[config.mk]
export PLATFORM = sky130hd
export DESIGN_NAME = acc_ctrl
export DESIGN_NICKNAME = d
export VERILOG_FILES = /design/src/acc_pkg.sv /design/src/acc_ctrl.sv /design/src/acc_trig_edge.sv
export SDC_FILE = /design/constraint.sdc
export NUM_CORES = 1
export LEC_CHECK = 0
export BUFFER_PORTS_ARGS = -buffer_cell sky130_fd_sc_hd__clkbuf_2
export CAP_MARGIN = 20
export CORE_MARGIN = 2
export CORE_UTILIZATION = 30
export DETAILED_ROUTE_END_ITERATION = 8
export PLACE_DENSITY = 0.56
export SLEW_MARGIN = 20
export SYNTH_ARGS = -nofsm -noshare
export SYNTH_HDL_FRONTEND = slang
export SYNTH_SLANG_ARGS = --single-unit
[constraint.sdc]
create_clock -name core_clk -period 2.3 [get_ports core_clk]
set_input_delay 0 -clock core_clk [delete_from_list [all_inputs] [get_ports core_clk]]
set_output_delay 0 -clock core_clk [all_outputs]
set_load 0.02 [all_outputs]
[src/acc_pkg.sv]
// Package of constants for the converter control and status block.
// Functional notes
// - Writing register A aborts any conversion and, with trigger select zero, starts anew unless channel is all ones.
// - Done flag at bit 7 is read-only; written bit values are ignored.
// - With compare off, every completed conversion sets the done flag.
// - With compare on, done flag sets only when compare is true.
// - Done flag clears on any register A write or low result byte read; a completion in the same cycle sets it instead.
// - Interrupt request asserts while done flag is set and enable bit 6 is one.
// - Continuous bit 5 clear gives one conversion per write or trigger.
// - Continuous bit 5 set repeats conversions back to back after the start.
// - Channel field bits 4:0; 0 to 27 inputs, 29 high, 30 low reference.
// - Channel code all ones turns converter off and isolates the input.
// - Stopping continuous mode with all ones runs no further conversion.
// - Without continuous mode converter drops to low power after each conversion.
// - Active bit 7 of register B tracks a conversion from start to end or abort.
// - Trigger select bit 6: zero starts on writes, one on hardware trigger.
// - Compare enable bit 5 switches the automatic compare on or off.
// - Compare direction bit 4: one means greater or equal, zero less than.
// - In hardware mode each wakeup counter overflow starts a conversion unless one is already running.
// - Result loads at each completion, unless compare is on and false.
package acc_pkg;

  // ----------------------------------------------------------------
  // Register selection
  // ----------------------------------------------------------------
  localparam logic       ACC_SEL_A     = 1'h0;
  localparam logic       ACC_SEL_B     = 1'h1;

  // ----------------------------------------------------------------
  // Register A fields
  // ----------------------------------------------------------------
  localparam int         ACC_A_DONE    = 7;
  localparam int         ACC_A_IEN     = 6;
  localparam int         ACC_A_CONT    = 5;
  localparam int         ACC_A_CH_MSB  = 4;
  localparam int         ACC_A_CH_LSB  = 0;

  // ----------------------------------------------------------------
  // Register B fields
  // ----------------------------------------------------------------
  localparam int         ACC_B_ACTIVE  = 7;
  localparam int         ACC_B_TRIG    = 6;
  localparam int         ACC_B_CMP_EN  = 5;
  localparam int         ACC_B_CMP_GE  = 4;
  localparam logic [3:0] ACC_B_LOW_RD  = 4'h0;

  // ----------------------------------------------------------------
  // Channel codes and reset values
  // ----------------------------------------------------------------
  localparam logic [4:0] ACC_CH_LAST_IN = 5'h1b;
  localparam logic [4:0] ACC_CH_RSVD    = 5'h1c;
  localparam logic [4:0] ACC_CH_REF_HI  = 5'h1d;
  localparam logic [4:0] ACC_CH_REF_LO  = 5'h1e;
  localparam logic [4:0] ACC_CH_OFF     = 5'h1f;
  localparam logic [4:0] ACC_CH_RST     = ACC_CH_OFF;
  localparam logic       ACC_BIT_RST    = 1'h0;
  localparam logic [7:0] ACC_RDATA_RST  = 8'h00;

endpackage : acc_pkg

[src/acc_ctrl.sv]
// Control and status registers of the successive approximation converter.
`timescale 1ns/100ps
module acc_ctrl (
  // Clock and reset
  input  wire logic        core_clk,
  input  wire logic        nrst,
  // Register port
  input  wire logic        reg_sel,
  input  wire logic        reg_wr,
  input  wire logic        reg_rd,
  input  wire logic [7:0]  reg_wdata,
  output logic      [7:0]  reg_rdata,
  // Converter and result side
  input  wire logic        conv_done,
  input  wire logic        compare_ge,
  input  wire logic        result_low_read,
  input  wire logic        hardware_trigger_in,
  output logic             conv_start,
  output logic             conv_abort,
  output logic             result_load,
  output logic      [4:0]  channel_select,
  output logic             conv_low_power,
  output logic             input_isolate,
  // Interrupt request
  output logic             conv_irq
);
  import acc_pkg::*;

  // ----------------------------------------------------------------
  // State
  // ----------------------------------------------------------------
  logic [4:0] chan_r;
  logic       done_r;
  logic       ien_r;
  logic       cont_r;
  logic       active_r;
  logic       trig_hw_r;
  logic       cmp_en_r;
  logic       cmp_ge_r;
  logic       start_r;
  logic       abort_r;
  logic       load_r;
  logic       irq_r;
  logic       low_pwr_r;
  logic       isolate_r;
  logic [7:0] rdata_r;

  logic       done_nxt;
  logic       ien_nxt;
  logic       active_nxt;
  logic [4:0] chan_nxt;

  logic       wr_a;
  logic       wr_b;
  logic       hw_evt;
  logic       done_evt;
  logic       cmp_true;
  logic       flag_set;
  logic       new_off;
  logic       start_sw;
  logic       start_hw;
  logic       start_cont;
  logic       start_req;

  // ----------------------------------------------------------------
  // Hardware trigger front end
  // ----------------------------------------------------------------
  acc_trig_edge acc_trig_edge_inst (
    .core_clk   (core_clk),
    .nrst       (nrst),
    .trig_in    (hardware_trigger_in),
    .trig_pulse (hw_evt)
  );

  // ----------------------------------------------------------------
  // Decode and start sources
  // ----------------------------------------------------------------
  // A completion is only believed while a conversion is running, so a
  // late done from a conversion aborted without a restart cannot set the flag.
  always_comb begin
    wr_a     = reg_wr && (reg_sel == ACC_SEL_A);
    wr_b     = reg_wr && (reg_sel == ACC_SEL_B);
    done_evt = conv_done && active_r;
    cmp_true = cmp_ge_r ? compare_ge : !compare_ge;
    flag_set = done_evt && (!cmp_en_r || cmp_true);
    chan_nxt = wr_a ? reg_wdata[ACC_A_CH_MSB:ACC_A_CH_LSB] : chan_r;
    new_off  = (chan_nxt == ACC_CH_OFF);
    // Write start in software mode; the write itself is the trigger.
    start_sw = wr_a && !new_off && !trig_hw_r;
    // Hardware start; triggers while busy are dropped, not queued.
    start_hw = !wr_a && trig_hw_r && hw_evt && !active_r && !new_off;
    // Back to back restart only in continuous mode.
    start_cont = !wr_a && done_evt && cont_r && !new_off;
    start_req  = start_sw || start_hw || start_cont;
  end

  // ----------------------------------------------------------------
  // Next values for flags
  // ----------------------------------------------------------------
  // The set wins over a clear arriving in the same cycle, so a finished
  // conversion is never lost behind a register access.
  always_comb begin
    ien_nxt = wr_a ? reg_wdata[ACC_A_IEN] : ien_r;
    if (flag_set) begin
      done_nxt = 1'h1;
    end else if (wr_a || result_low_read) begin
      done_nxt = 1'h0;
    end else begin
      done_nxt = done_r;
    end
    if (start_req) begin
      active_nxt = 1'h1;
    end else if (done_evt || wr_a) begin
      active_nxt = 1'h0;
    end else begin
      active_nxt = active_r;
    end
  end

  // ----------------------------------------------------------------
  // Register A
  // ----------------------------------------------------------------
  always_ff @(posedge core_clk or negedge nrst) begin
    if (!nrst) begin
      chan_r <= ACC_CH_RST;
      ien_r  <= ACC_BIT_RST;
      cont_r <= ACC_BIT_RST;
      done_r <= ACC_BIT_RST;
    end else begin
      chan_r <= chan_nxt;
      ien_r  <= ien_nxt;
      if (wr_a) begin
        cont_r <= reg_wdata[ACC_A_CONT];
      end
      done_r <= done_nxt;
    end
  end

  // ----------------------------------------------------------------
  // Register B
  // ----------------------------------------------------------------
  // The low bits are not stored, so what software writes there is moot.
  always_ff @(posedge core_clk or negedge nrst) begin
    if (!nrst) begin
      trig_hw_r <= ACC_BIT_RST;
      cmp_en_r  <= ACC_BIT_RST;
      cmp_ge_r  <= ACC_BIT_RST;
    end else if (wr_b) begin
      trig_hw_r <= reg_wdata[ACC_B_TRIG];
      cmp_en_r  <= reg_wdata[ACC_B_CMP_EN];
      cmp_ge_r  <= reg_wdata[ACC_B_CMP_GE];
    end
  end

  // ----------------------------------------------------------------
  // Conversion sequencing
  // ----------------------------------------------------------------
  always_ff @(posedge core_clk or negedge nrst) begin
    if (!nrst) begin
      active_r  <= ACC_BIT_RST;
      start_r   <= 1'h0;
      abort_r   <= 1'h0;
      low_pwr_r <= 1'h1;
      isolate_r <= 1'h1;
    end else begin
      active_r  <= active_nxt;
      start_r   <= start_req;
      abort_r   <= wr_a && active_r && !done_evt;
      low_pwr_r <= !active_nxt;
      isolate_r <= new_off;
    end
  end

  // ----------------------------------------------------------------
  // Result load and interrupt
  // ----------------------------------------------------------------
  always_ff @(posedge core_clk or negedge nrst) begin
    if (!nrst) begin
      load_r <= 1'h0;
      irq_r  <= 1'h0;
    end else begin
      load_r <= flag_set;
      irq_r  <= done_nxt && ien_nxt;
    end
  end

  // ----------------------------------------------------------------
  // Read data
  // ----------------------------------------------------------------
  always_ff @(posedge core_clk or negedge nrst) begin
    if (!nrst) begin
      rdata_r <= ACC_RDATA_RST;
    end else if (reg_rd) begin
      if (reg_sel == ACC_SEL_A) begin
        rdata_r <= {done_r, ien_r, cont_r, chan_r};
      end else begin
        rdata_r <= {active_r, trig_hw_r, cmp_en_r, cmp_ge_r, ACC_B_LOW_RD};
      end
    end
  end

  assign reg_rdata      = rdata_r;
  assign conv_start     = start_r;
  assign conv_abort     = abort_r;
  assign result_load    = load_r;
  assign channel_select = chan_r;
  assign conv_low_power = low_pwr_r;
  assign input_isolate  = isolate_r;
  assign conv_irq       = irq_r;
endmodule : acc_ctrl

[src/acc_trig_edge.sv]
// Synchroniser and rising edge detector for the hardware trigger.
`timescale 1ns/100ps
module acc_trig_edge (
  // Clock and reset
  input  wire logic core_clk,
  input  wire logic nrst,
  // Trigger level and start pulse
  input  wire logic trig_in,
  output logic      trig_pulse
);

  logic sync1_r;
  logic sync2_r;
  logic last_r;

  // ----------------------------------------------------------------
  // Two stages, then a third flop to find the rising edge.
  // ----------------------------------------------------------------
  always_ff @(posedge core_clk or negedge nrst) begin
    if (!nrst) begin
      sync1_r    <= 1'h0;
      sync2_r    <= 1'h0;
      last_r     <= 1'h0;
      trig_pulse <= 1'h0;
    end else begin
      sync1_r    <= trig_in;
      sync2_r    <= sync1_r;
      last_r     <= sync2_r;
      trig_pulse <= sync2_r && !last_r;
    end
  end

endmodule : acc_trig_edge
==> impl_metrics.ini <==
[power]
ir_drop_mv = 0.362
leakagePower_nw = 0.812
cellPowerDensity_nw_per_um2 = 796

[cells_and_area]
multi_input_area_um2 = 453
diodes = 0
layout.nets = 176
layout_common_cells = 34 x clkbuf_2, 23 x nand2_1, 23 x dfrtp_1, 10 x dlygate4sd3_1, 7 x dfstp_2
nFillCells = 395
drive_gt1_share_pct = 35.6
regArea_um2 = 759
largest_reg_flops = 8
synthToLayoutAreaGrowth_pct = 30.0
final_common_cell = clkbuf_2

[place]
hpwl_um = 1960
gp_congestion = 0.832
post-place-ws_ns = 0.983
io_buffers = 34

[floorplanning]
design.core.area_um2 = 4060
num_rows = 23
die_h_um = 69.2
die-area_um2 = 4790
boundaryPins = 36
initial_core_util_pct = 31.4
die_w_um = 69.2

[detailed_routing]
drt_iter0_drc = 30
drc = 0
vias = 965
vias_per_cell = 4.60
drtAntennaViolNets = 0
wirelength_um = 2680
wire_per_inst_um = 12.8
first_pass_iters = 4

[clock_tree]
cts_root_buffer = clkbuf_8
clk_pin_slew_worst_paths_ns = 0.06
cts.sinks = 30
htreeDepth = 2
ctsLongestPathBuffers = 2
postCtsSetupBuffers = 0
cts_resized = 0
cts_tree = yes
holdBufCountCts = 10
cts_buffers = 5
clkLatencyLatePin_ns = 0.28

[timing]
final_max_slew_viol_count = 0
post-route-min-period_ns = 1.23
setup_ws_ns = 1.07
hold_viol_final = 0
tightest_slew_ns = 0.755
fmax_mhz = 815
fin_tns_setup_ns = 0
post-route-period-util_pct = 53.3
relSlewSlack_pct = 49.7
setup_viol = 0
fin_skew_ns = 0.00237
rsz0062_at_grt = false

[synth]
synth_compound_area_share_pct = 8.83
ys_seq_elements = 30
avgSynthCellArea_um2 = 11.3
synth_nets = 130
ys_seq_area_share_pct = 59.6
synth_top_cell_area_share_pct = 45.1
synth_xor_area_share_pct = 0.687
ys_warn_count = 0
synth_adder_area_share_pct = 0
synthesis.area_um2 = 1270
synthMuxAreaShare_pct = 6.97
synth.distinct_cells = 32
synth_top_family_by_area = simple AND/OR/NAND/NOR gates
yosys-top-cells-area = dfrtp_1 45%, dfstp_2 14%, nand2_1 6.8%
synth.largest_area_cell = dfrtp_1
synth_simple_gate_area_share_pct = 19.0
syn_inst = 113

[grt]
grtUsageTotal_pct = 12.1
grt_pass1_wl_um = 4550
grt_max_degree = 31
overflow = 0
antenna_found_initial = 0
grt_pass1_vias = 970

[run]
drv_cap = 0

[setup_path]
crit_path_max_incr_delay_ns = 0.56
crit_slowest_cell = dfstp_2
path_class = reg -> reg
critPathTopFamily = flip-flops
timing.critical_path.buf_inv = 0
cp_max_fo = 4
cp_cell_sequence = and3_4, a22oi_2, mux2_4
cp.arrival_ns = 1.39
required_ns = 2.46
crit_path_end_kind = flop
rrSetupSlack_ns = 1.07
startpoint_type = flop

[min_path]
min_path_type = in -> reg

[run_status]
outcome = finished, final reports clean
per-stage QoR:
stage	std cells	total power [mW]	instance area, um^2	utilization (%)	hold slack (ns)
final	210	1.32	1660	40.9	0.0201
after global routing	210	1.39	1660	40.9	0.0480
after detailed placement	192	0.892	1470	36.2	0.105
after floorplan	113	0.800	1270	-	-0.296
after global placement	192	0.885	1470	36.2	0.0896
after CTS	210	1.34	1660	40.9	0.0233
path summary, 6_finish.rpt:
check / from / to / cells past startpoint
worst max-delay path: channel_select[1] / conv_start / 3
worst min-delay path: conv_done / conv_abort / 3
worst max register to register: channel_select[1] / conv_start / 3
worst min register to register: acc_trig_edge_inst.sync1_r / acc_trig_edge_inst.sync2_r / 0
max in group asynchronous: nrst / reg_rdata[0] / 2
min in group asynchronous: nrst / acc_trig_edge_inst.sync1_r / 2
where the power goes:
group          total (mW)  internal (mW)  switching [mW]
Clock               0.427          0.243           0.184
Combinational       0.245          0.100           0.145
Sequential          0.647          0.601          0.0454
Total                1.32          0.945           0.374
routing by layer:
layer	vias to the layer above	routed length (um)	share of wire, %	GRT usage (%)
li1	468	-	-	-
met2	27	1230	46	18.5
met5	-	0	0	0
met1	464	1260	47	15.3
met4	0	50	1.9	5.66
met3	6	136	5.1	4.22
tightest hold or removal path, stage by stage:
cell	delay [ns]
clkbuf_2	0.10
nand2b_1	0.12
nor2_1	0.04
cell usage after synthesis:
master,count
nor2b_4,1
nand4b_1,1
nand2b_1,2
o2111ai_1,1
a31oi_2,1
nand3_1,3
mux2_2,3
inv_1,6
mux2i_1,4
o21ai_0,5
a21oi_1,4
nand2_1,23
o22a_1,1
buf_4,1
mux2_4,1
nand3b_1,6
dfstp_2,7
and3_1,1
and2_1,2
clkbuf_2,1
xnor2_1,1
nand2_2,1
a22oi_2,1
buf_6,2
buf_2,1
dfrtp_1,23
nor2_1,5
o21ai_1,1
nor2b_1,1
o211ai_1,1
o22ai_2,1
and3_4,1
cell type report:
| cell class | count | share of cell area (%) |
|---|---|---|
| clock buffers | 8 | 5.43 |
| inverters | 6 | 1.36 |
| multi-input cells | 72 | 27.3 |
| flip-flops and latches | 30 | 45.8 |
| well taps | 50 | 3.77 |
| repair buffers | 44 | 16.3 |
cell families (layout without fill, tap and decap cells):
| family | count (synthesis) | after routing |
|---|---|---|
| buffers and inverters | 11 | 58 |
| AOI/OAI and AO/OA | 16 | 16 |
| xor gates and xnor gates | 1 | 1 |
| muxes | 8 | 8 |
| DFF | 30 | 30 |
| and+or+nand+nor | 47 | 47 |
No activity file was read; power rests on OpenSTA's default activity.
